**config.mk**
```make
export PLATFORM = sky130hd
export DESIGN_NAME = vptf_port_filter
export DESIGN_NICKNAME = d
export VERILOG_FILES = /design/src/vptf_tag_classify.v /design/src/vptf_port_filter.v
export VERILOG_INCLUDE_DIRS = /design/src
export SDC_FILE = /design/constraint.sdc
export NUM_CORES = 1
export LEC_CHECK = 0
export ABC_CLOCK_PERIOD_IN_PS = 3700
export BUFFER_PORTS_ARGS = -buffer_cell sky130_fd_sc_hd__buf_4
export CORE_MARGIN = 2
export CORE_UTILIZATION = 30
export CTS_BUF_LIST = sky130_fd_sc_hd__clkbuf_4
export DETAILED_ROUTE_END_ITERATION = 10
export PLACE_DENSITY_LB_ADDON = 0.05
export REMOVE_ABC_BUFFERS = 1
export SYNTH_ARGS = -nofsm -noshare
export SYNTH_HDL_FRONTEND = slang
export SYNTH_SLANG_ARGS = --single-unit
```
**constraint.sdc**
```tcl
create_clock -name i_ref_clk -period 3.7 [get_ports i_ref_clk]
set_input_delay 0.555 -clock i_ref_clk [delete_from_list [all_inputs] [get_ports i_ref_clk]]
set_output_delay 0.555 -clock i_ref_clk [all_outputs]
set_load 0.03 [all_outputs]
```
**src/vptf_defs.vh**
```
`ifndef VPTF_DEFS_VH
`define VPTF_DEFS_VH

// Tag protocol identifiers
`define VPTF_TPID_CTAG     16'h8100
`define VPTF_TPID_STAG     16'h88A8

// Port type encodings
`define VPTF_TYPE_CUSTOMER 2'h0
`define VPTF_TYPE_SERVICE  2'h1
`define VPTF_TYPE_CUSTOM   2'h2

// Frame layout, in bytes
`define VPTF_ADDR_BYTES    5'h0C
`define VPTF_HDR_BYTES     5'h0E
`define VPTF_UNTAG_LEN     5'h12
`define VPTF_TPID_HI_IDX   4'hC
`define VPTF_TPID_LO_IDX   4'hD

// Inserted tag priority and drop-eligible bits
`define VPTF_TCI_PCP_DEI   4'h0

`endif

```
**src/vptf_tag_classify.v**
```verilog
`timescale 1ns/1ps
`default_nettype none
`include "vptf_defs.vh"

module vptf_tag_classify (
  // Port setting
  input  wire [1:0]  i_port_type,
  input  wire [15:0] i_custom_tpid,
  // Received ethertype field
  input  wire [15:0] i_ethertype,
  // Decision
  output wire        o_tagged,
  output wire        o_discard,
  output reg  [15:0] o_port_tpid
);

  wire is_ctag;
  wire is_stag;
  wire customer;

  assign is_ctag  = (i_ethertype == `VPTF_TPID_CTAG);
  assign is_stag  = (i_ethertype == `VPTF_TPID_STAG);
  // Reserved type code behaves as customer
  assign customer = (i_port_type != `VPTF_TYPE_SERVICE) &&
                    (i_port_type != `VPTF_TYPE_CUSTOM);

  assign o_tagged  = is_ctag || is_stag;
  // 0x8100 always passes; 0x88A8 only on service kinds
  assign o_discard = is_stag && customer;

  always @* begin
    case (i_port_type)
      `VPTF_TYPE_SERVICE: o_port_tpid = `VPTF_TPID_STAG;
      `VPTF_TYPE_CUSTOM:  o_port_tpid = i_custom_tpid;
      default:            o_port_tpid = `VPTF_TPID_CTAG;
    endcase
  end

endmodule // vptf_tag_classify

`default_nettype wire

```
**src/vptf_port_filter.v**
```verilog
// Function
// Untagged received frames get a tag carrying the port default VLAN ID, then forward.
// Received frames tagged 0x8100 are forwarded on every port type.
// Customer ports discard received tagged frames whose TPID is not 0x8100.
// Service and custom-service ports discard tagged frames whose TPID is not 0x88A8; the code discards no tagged frame on these ports.
// Customer ports transmit tagged frames with TPID 0x8100.
// Service ports transmit tagged frames with TPID 0x88A8.
// Service kinds forward 0x8100 frames too; same choice on every port.
`timescale 1ns/1ps
`default_nettype none
`include "vptf_defs.vh"

module vptf_port_filter (
  // Clock and reset
  input  wire        i_ref_clk,
  input  wire        i_rst,
  // Port setting
  input  wire [1:0]  i_port_type,
  input  wire [11:0] i_port_default_vlan_id,
  input  wire [15:0] i_custom_tpid,
  // Ingress from line
  input  wire        i_line_valid,
  input  wire [7:0]  i_line_data,
  input  wire        i_line_first,
  input  wire        i_line_last,
  output wire        o_line_ready,
  // Ingress to fabric
  output reg         o_fab_valid,
  output reg  [7:0]  o_fab_data,
  output reg         o_fab_first,
  output reg         o_fab_last,
  input  wire        i_fab_ready,
  // Egress from fabric
  input  wire        i_eg_valid,
  input  wire [7:0]  i_eg_data,
  input  wire        i_eg_first,
  input  wire        i_eg_last,
  input  wire        i_eg_tagged,
  output wire        o_eg_ready,
  // Egress to line
  output reg         o_tx_valid,
  output reg  [7:0]  o_tx_data,
  output reg         o_tx_first,
  output reg         o_tx_last,
  input  wire        i_tx_ready
);

  localparam ST_HDR  = 2'h0;
  localparam ST_EMIT = 2'h1;
  localparam ST_PASS = 2'h2;
  localparam ST_DROP = 2'h3;

  ////////////////////////////////////////////////////////////////////////////

  reg  [1:0]  state;
  reg  [7:0]  hdr [0:13];
  reg  [4:0]  hdr_cnt;
  reg  [4:0]  emit_idx;
  reg  [4:0]  emit_len;
  reg         hdr_last;
  reg         untagged;
  reg  [7:0]  emit_byte;
  reg  [3:0]  eg_idx;
  reg  [7:0]  eg_byte;

  wire        fab_free;
  wire        tx_free;
  wire        line_take;
  wire        hdr_done;
  wire        tag_seen;
  wire        tag_discard;
  wire [15:0] port_tpid;
  wire [3:0]  eg_cur_idx;
  wire        eg_take;
  wire [3:0]  hdr_wr_idx;

  assign fab_free  = !o_fab_valid || i_fab_ready;
  assign tx_free   = !o_tx_valid || i_tx_ready;
  // Header and drop phases never stall the line
  assign o_line_ready = (state == ST_HDR) || (state == ST_DROP) ||
                        ((state == ST_PASS) && fab_free);
  assign line_take = i_line_valid && o_line_ready;
  assign hdr_done  = (hdr_cnt == `VPTF_HDR_BYTES - 5'h01);

  vptf_tag_classify u_classify (
    .i_port_type  (i_port_type),
    .i_custom_tpid(i_custom_tpid),
    .i_ethertype  ({hdr[12], i_line_data}),
    .o_tagged     (tag_seen),
    .o_discard    (tag_discard),
    .o_port_tpid  (port_tpid)
  );

  ////////////////////////////////////////////////////////////////////////////
  // Ingress header capture

  // A new start lands at entry zero, even in mid-capture
  assign hdr_wr_idx = i_line_first ? 4'h0 : hdr_cnt[3:0];

  always @(posedge i_ref_clk) begin
    if (line_take && (state == ST_HDR)) begin
      hdr[hdr_wr_idx] <= i_line_data;
    end
  end

  // Byte sent at each step of the header replay
  always @* begin
    emit_byte = 8'h00;
    if (!untagged || (emit_idx < `VPTF_ADDR_BYTES)) begin
      emit_byte = hdr[emit_idx[3:0]];
    end else begin
      case (emit_idx)
        5'h0C:   emit_byte = port_tpid[15:8];
        5'h0D:   emit_byte = port_tpid[7:0];
        5'h0E:   emit_byte = {`VPTF_TCI_PCP_DEI, i_port_default_vlan_id[11:8]};
        5'h0F:   emit_byte = i_port_default_vlan_id[7:0];
        5'h10:   emit_byte = hdr[12];
        5'h11:   emit_byte = hdr[13];
        default: emit_byte = 8'h00;
      endcase
    end
  end

  ////////////////////////////////////////////////////////////////////////////
  // Ingress state machine

  always @(posedge i_ref_clk) begin
    if (i_rst) begin
      state    <= ST_HDR;
      hdr_cnt  <= 5'h00;
      emit_idx <= 5'h00;
      emit_len <= 5'h00;
      hdr_last <= 1'b0;
      untagged <= 1'b0;
    end else begin
      case (state)
        ST_HDR: begin
          if (line_take) begin
            if (i_line_first && (hdr_cnt != 5'h00)) begin
              // Resync on a new start; a one-byte frame is a runt
              hdr_cnt <= i_line_last ? 5'h00 : 5'h01;
            end else if (hdr_done) begin
              hdr_cnt  <= 5'h00;
              emit_idx <= 5'h00;
              hdr_last <= i_line_last;
              untagged <= !tag_seen;
              if (tag_seen && tag_discard) begin
                state <= i_line_last ? ST_HDR : ST_DROP;
              end else begin
                state    <= ST_EMIT;
                emit_len <= tag_seen ? `VPTF_HDR_BYTES : `VPTF_UNTAG_LEN;
              end
            end else if (i_line_last) begin
              // Runt shorter than a header is dropped
              hdr_cnt <= 5'h00;
            end else begin
              hdr_cnt <= hdr_cnt + 5'h01;
            end
          end
        end
        ST_EMIT: begin
          if (fab_free) begin
            emit_idx <= emit_idx + 5'h01;
            if (emit_idx == emit_len - 5'h01) begin
              state <= hdr_last ? ST_HDR : ST_PASS;
            end
          end
        end
        ST_PASS: begin
          if (line_take && i_line_last) begin
            state <= ST_HDR;
          end
        end
        ST_DROP: begin
          if (line_take && i_line_last) begin
            state <= ST_HDR;
          end
        end
        default: state <= ST_HDR;
      endcase
    end
  end

  ////////////////////////////////////////////////////////////////////////////
  // Ingress output register

  always @(posedge i_ref_clk) begin
    if (i_rst) begin
      o_fab_valid <= 1'b0;
      o_fab_data  <= 8'h00;
      o_fab_first <= 1'b0;
      o_fab_last  <= 1'b0;
    end else if (fab_free) begin
      o_fab_valid <= 1'b0;
      if (state == ST_EMIT) begin
        o_fab_valid <= 1'b1;
        o_fab_data  <= emit_byte;
        o_fab_first <= (emit_idx == 5'h00);
        o_fab_last  <= hdr_last && (emit_idx == emit_len - 5'h01);
      end else if ((state == ST_PASS) && i_line_valid) begin
        o_fab_valid <= 1'b1;
        o_fab_data  <= i_line_data;
        o_fab_first <= 1'b0;
        o_fab_last  <= i_line_last;
      end
    end
  end

  ////////////////////////////////////////////////////////////////////////////
  // Egress TPID rewrite, cut-through with no buffer

  assign o_eg_ready = tx_free;
  assign eg_take    = i_eg_valid && tx_free;
  assign eg_cur_idx = i_eg_first ? 4'h0 : eg_idx;

  always @* begin
    eg_byte = i_eg_data;
    if (i_eg_tagged && (eg_cur_idx == `VPTF_TPID_HI_IDX)) begin
      eg_byte = port_tpid[15:8];
    end else if (i_eg_tagged && (eg_cur_idx == `VPTF_TPID_LO_IDX)) begin
      eg_byte = port_tpid[7:0];
    end
  end

  always @(posedge i_ref_clk) begin
    if (i_rst) begin
      eg_idx     <= 4'h0;
      o_tx_valid <= 1'b0;
      o_tx_data  <= 8'h00;
      o_tx_first <= 1'b0;
      o_tx_last  <= 1'b0;
    end else if (tx_free) begin
      o_tx_valid <= eg_take;
      if (eg_take) begin
        o_tx_data  <= eg_byte;
        o_tx_first <= i_eg_first;
        o_tx_last  <= i_eg_last;
        // Saturate: only the first fourteen positions matter
        eg_idx <= (eg_cur_idx == 4'hF) ? 4'hF : eg_cur_idx + 4'h1;
      end
    end
  end

endmodule // vptf_port_filter

`default_nettype wire

```
==> results of run 1 <==
==> worst paths after layout <==
path	start	endpoint	slack (ns)	cells after the start
worst min-delay path	i_eg_last	o_tx_last	0.21	3
worst max register to register	state[0]	hdr[10][3]	0.72	7
worst max-delay path	state[0]	hdr[10][3]	0.72	7
worst min register to register	o_tx_first	o_tx_first	0.46	2
==> cells by family (layout without fill, tap and decap cells) <==
kind of cell,Yosys count,count (layout)
compound gates,135,135
buf+inv,62,148
fa+ha+maj,22,22
mux,50,50
simple gates,173,173
flops,159,159
other cells,0,1
xor+xnor,7,7
==> through the flow <==
stage | setup slack (ns) | util (%) | instances | hold slack (ns) | total power, uW
2_1_floorplan | 0.819 | - | 571 | 0.452 | 2130
3_3_place_gp | 0.831 | 34.0 | 992 | 0.447 | 2310
3_5_place_dp | 0.732 | 34.0 | 992 | 0.452 | 2310
4_1_cts | 0.704 | 35.1 | 1024 | 0.171 | 3390
5_1_grt | 0.557 | 35.1 | 1025 | 0.191 | 3480
6_report | 0.721 | 35.1 | 1025 | 0.213 | 3350
==> per-layer routing <==
layer	vias up	global-route usage, %	share of wire (%)
li1	2501	-	-
met1	2694	22.3	43
met2	149	32.6	51
met3	21	2.97	3.8
met4	0	5.15	1.5
met5	-	0	0
==> cell type report <==
class / count / area, sq um / area share [%]
Timing Repair Buffer: 91 / 683 / 7.77
Tap cell: 330 / 413 / 4.70
Clock buffer: 18 / 135 / 1.54
Inverter: 25 / 93.8 / 1.07
Sequential cell: 159 / 4300 / 49.0
Multi-Input combinational cell: 387 / 3020 / 34.3
Clock inverter: 14 / 141 / 1.61
Antenna cell: 1 / 2.50 / 0.0285
==> power breakdown <==
part	total, uW	switching [uW]	internal [uW]
clock network	1080	716	365
logic	315	197	119
registers	1950	20.1	1930
total	3350	932	2410
==> registers in the layout, indices dropped and copies added (netlist names), 2 cells and up, named ones only <==
signal and cells:
emit_len 3, hdr_cnt 5, o_fab_data 8, o_tx_data 8, emit_idx 5, state 2, hdr 112, eg_idx 4
==> worst max-delay path: cells and delay by family (launching register included) <==
kind / cells / cell delay, ns
buf+inv: 2 / 0.20
fa+ha+maj: 1 / 0.20
flops: 1 / 0.37
simple gates: 3 / 1.59
compound gates: 1 / 0.26
==> layout by cell type (no fill, tap or decap), drive strengths merged, types with 9 or more instances in the layout <==
| cell type | instances |
|---|---|
| nand2b | 9 |
| mux4 | 20 |
| buf | 91 |
| mux2 | 10 |
| nand2 | 34 |
| a22oi | 11 |
| mux2i | 20 |
| o21ai | 17 |
| ha | 22 |
| edfxtp | 112 |
| a21oi | 35 |
| inv | 34 |
| clkbuf | 18 |
| dfxtp | 47 |
| nor2 | 50 |
==> flow_summary.json, run 1 <==
{
  "cts_hold_buf": 0,
  "slew_viol_final": 0,
  "tns_ns": 0,
  "synth.area.mux_share_pct": 10.3,
  "routabilityCongestion": 0.818,
  "synthFlopType": "edfxtp_1",
  "root_buffer": "clkbuf_4",
  "htreeDepth": 4,
  "first_iter_violations": 477,
  "syn_area_sq_mm": 0.00759,
  "numCtsBuffers": 17,
  "cp_slowest_stage_delay_ns": 0.74,
  "endpoint_kind": "flop",
  "grt_pass1_vias": 5561,
  "critical_path.max_fanout": 9,
  "wl_per_cell_microns": 22.9,
  "slew_headroom_pct": 42.0,
  "crit_type": "flop to flop",
  "slowest_stage": "or4b_2",
  "synth_top_area_share_pct": 44.3,
  "outcome": "completed",
  "required_ns": 3.93,
  "cts.repair.resized": 0,
  "syn_inst": 608,
  "hpwl_microns": 17100,
  "finClkSkew_ns": 0.0280,
  "routed_wl_microns": 23400,
  "yosysMostFrequentCell": "edfxtp_1",
  "setup.worst_path.start_class": "flop",
  "clk_pin_slew_ns": 0.15,
  "antenna_found_initial": 1,
  "p_per_area_mw_per_mm2": 381,
  "yosysSeqAreaShare_pct": 56.7,
  "nets": 760,
  "crit_chain": "inv_1, ha_1, inv_1, o21ai_4, nand3_2, or4b_2, nor2_1",
  "fill_cells": 2500,
  "drtAntennaViolNets": 0,
  "hold_viol": 0,
  "synth.area.top_cells": "edfxtp_1 (44%), dfxtp_1 (12%), mux4_2 (4.2%), ha_1 (3.6%), mux2i_1 (2.6%)",
  "core_area_sq_mm": 0.0250,
  "yosysWarnings": 0,
  "drv_cap": 0,
  "cts_setup_buffers": 0,
  "io_buffers": 80,
  "drcViolationCount": 0,
  "grt_use_total_pct": 18.1,
  "grt_max_degree": 46,
  "cts.sinks": 159,
  "die_y_microns": 163,
  "grt_pass1_wl_microns": 34800,
  "power_leakage_uw": 0.00301,
  "clockBufferDepth": 2,
  "synth_compound_gate_area_share_pct": 12.5,
  "synth_edf_count": 112,
  "min_path_type": "primary input to flop",
  "rsz0062_at_grt": "no",
  "synth.distinct_cells": 67,
  "async_flop_share_pct": 0,
  "final_area_sq_mm": 0.00879,
  "yosys.area.top_type": "edfxtp_1",
  "grt-ovfl-total": 0,
  "synth_xor_area_share_pct": 0.807,
  "cts_tree": "yes",
  "setup_viol": 0,
  "synth_common_cells": "edfxtp_1 (112), nor2_1 (50), dfxtp_1 (47)",
  "dpl_cell_area_sq_mm": 0.00851,
  "start_util_pct": 30.3,
  "vdd_ir_drop_max_uv": 171,
  "tightest_slew_ns": 0.867,
  "yosys.area_share.adder_pct": 3.62,
  "num_rows": 58,
  "synth_simple_gate_area_share_pct": 12.5,
  "area_growth_pct": 15.8,
  "die_area_sq_mm": 0.0266,
  "die_w_microns": 163,
  "cp.arrival_ns": 3.21,
  "ios": 81,
  "post-route-min-period_ns": 2.98,
  "fmaxAchievable_mhz": 336,
  "drive_above_1_share_pct": 22.3,
  "finalCritPeriodShare_pct": 80.5,
  "cp_common_cell": "inv_1",
  "synth_seq_cells": 159,
  "clock_latency_ns": 0.59,
  "synth_top_family_by_area": "simple AND/OR/NAND/NOR gates",
  "syn_avg_cell_area_sq_um": 12.5,
  "viasPerCell": 5.23,
  "drtPass1Iterations": 5,
  "vias": 5365
}
(Power assumes the default switching activity.)
==> inputs of run 2 (changes only) <==
--- a/config.mk
+++ b/config.mk
@@ -6,7 +6,7 @@
 export SDC_FILE = /design/constraint.sdc
 export NUM_CORES = 1
 export LEC_CHECK = 0
-export ABC_CLOCK_PERIOD_IN_PS = 3700
+export ABC_CLOCK_PERIOD_IN_PS = 2700
 export BUFFER_PORTS_ARGS = -buffer_cell sky130_fd_sc_hd__buf_4
 export CORE_MARGIN = 2
 export CORE_UTILIZATION = 30
==> constraint.sdc (replaced) <==
create_clock -name i_ref_clk -period 2.7 [get_ports i_ref_clk]
set_input_delay 0.405 -clock i_ref_clk [delete_from_list [all_inputs] [get_ports i_ref_clk]]
set_output_delay 0.405 -clock i_ref_clk [all_outputs]
set_load 0.03 [all_outputs]
==> run 2 against run 1 <==
  * Cell count increased by 2.1%
  * Largest cell class unchanged
  * Setup slack got worse by 0.43 ns
  * Design area increased by 2.7%
  * Utilization increased by 0.93 points
  * Register-to-register slack got worse by 0.43 ns
  * Sequential share of layout area decreased by 1.3 points
  * Clock power increased by 53%
  * Power increased by 42%
==> flow_summary.json, run 2 (synthesis gave the netlist of run 1 again) <==
{
  "die_area_sq_mm": 0.0266,
  "core_area_sq_mm": 0.0250,
  "power_uw": 4760,
  "final_area_sq_mm": 0.00902,
  "vias": 5426,
  "grt_use_total_pct": 17.8,
  "power_leakage_uw": 0.00315,
  "rsz0062_at_grt": "no",
  "hpwl_microns": 16800,
  "first_iter_violations": 349,
  "drtAntennaViolNets": 0,
  "drive_above_1_share_pct": 24.9,
  "slew_headroom_pct": 52.3,
  "drcViolationCount": 0,
  "cp_slowest_stage_delay_ns": 0.71,
  "sw_frac_of_total_pct": 29.3,
  "wl_per_cell_microns": 22.0,
  "start_util_pct": 30.3,
  "setup.worst_path.start_class": "flop",
  "drtPass1Iterations": 5,
  "p_int_uw": 3370,
  "cts_hold_buf": 0,
  "pre_cts_ws_ns": 0.301,
  "p_sw_uw": 1400,
  "die_w_microns": 163,
  "clkPwrFrac_pct": 34.7,
  "cts_setup_buffers": 0,
  "hold_viol": 0,
  "antenna_found_initial": 1,
  "clk_pin_slew_ns": 0.16,
  "area_growth_pct": 18.8,
  "regMostFlops": "hdr",
  "htreeDepth": 4,
  "crit_chain": "inv_1, ha_1, o21ai_4, nand3_2, or4b_2, nor3_1, buf_4",
  "ios": 81,
  "required_ns": 2.99,
  "cts_tree": "yes",
  "dpl_cell_area_sq_mm": 0.00869,
  "finalCritPeriodShare_pct": 89.3,
  "tightest_slew_ns": 0.712,
  "crit_type": "flop to flop",
  "num_rows": 58,
  "tns_ns": 0,
  "path_buf_inv": 2,
  "combPwrFrac_pct": 9.3,
  "nets": 782,
  "finClkSkew_ns": 0.0286,
  "endpoint_kind": "flop",
  "p_seq_share_pct": 56.0,
  "final_cell_mix": "edfxtp_1 (112), buf_4 (112), nor2_1 (50)",
  "slew_viol_final": 0,
  "numCtsBuffers": 17,
  "viasPerCell": 5.18,
  "routed_wl_microns": 23100,
  "layoutNonFillerInstCount": 1047,
  "setup_viol": 0,
  "cp.arrival_ns": 2.70,
  "outcome": "completed",
  "min_path_type": "primary input to flop",
  "largest_reg_flops": 112,
  "drv_cap": 0,
  "clock_latency_ns": 0.58,
  "grt_max_degree": 46,
  "die_y_microns": 163,
  "post-route-min-period_ns": 2.41,
  "io_buffers": 80,
  "critical_path.top_delay_family": "simple AND/OR/NAND/NOR gates",
  "grt_pass1_vias": 5642,
  "cts.repair.resized": 0,
  "dp.cells": 1014,
  "fin_ws_ns": 0.289,
  "clockBufferDepth": 2,
  "root_buffer": "clkbuf_4",
  "cts.sinks": 159,
  "fill_cells": 2512,
  "routabilityCongestion": 0.805,
  "grt_pass1_wl_microns": 34600,
  "grt-ovfl-total": 0,
  "critical_path.max_fanout": 8,
  "slowest_stage": "or4b_2",
  "vdd_ir_drop_max_uv": 361,
  "fmaxAchievable_mhz": 415,
  "largestRegisters": "hdr x112, o_fab_data x8, o_tx_data x8",
  "p_per_area_mw_per_mm2": 528
}
## run 2: cell types whose count changed in the layout (fill, tap and decap cells not counted), moves of 3 or more
| cell | before | now |
|---|---|---|
| buf_4 | 91 | 112 |
| clkinv_8 | 0 | 4 |
| inv_6 | 6 | 2 |
| inv_8 | 3 | 6 |
## run 2: power by group through the flow
stage	Clock, uW	Sequential, uW	Combinational (uW)
floorplan	0	2760	163
CTS	1720	2670	452
detailed placement	0	2720	451
finish	1650	2670	444
global route	1810	2670	484
global placement	0	2720	451
## run 2: worst min-delay path, stage by stage
cell and delay (ns):
buf_4 0.11, nand2_1 0.05, a21oi_1 0.05
## run 2: path summary, 6_finish.rpt
kind | cells after the start | from | endpoint | slack [ns]
setup / recovery | 7 | state[0] | hdr[8][1] | 0.29
hold reg to reg | 2 | o_tx_data[7] | o_tx_data[7] | 0.47
hold / removal | 3 | i_eg_last | o_tx_last | 0.07
setup reg to reg | 7 | state[0] | hdr[8][1] | 0.29
## run 2: through the flow
| step | hold slack, ns | util, % |
|---|---|---|
| floorplan | 0.452 | - |
| global placement | 0.448 | 34.7 |
| detailed placement | 0.452 | 34.7 |
| CTS | 0.00947 | 36.0 |
| global route | 0.0302 | 36.0 |
| finish | 0.0746 | 36.0 |
## run 2: metal layers
layer	global-route usage [%]	wire [microns]	vias up
met5	0	0	-
met1	22.6	10200	2731
met4	4.75	324	0
li1	-	-	2537
met2	31.0	11500	139
met3	3.48	1020	19
## run 2: layout make-up
class | count | area [sq um] | share of cell area, %
clock inverters | 15 | 205 | 2.27
flip-flops and latches | 159 | 4300 | 47.7
multi-input cells | 387 | 3020 | 33.4
repair buffers | 113 | 861 | 9.54
diodes | 1 | 2.50 | 0.0277
inverters | 25 | 93.8 | 1.04
clock buffers | 17 | 128 | 1.41
well taps | 330 | 413 | 4.58
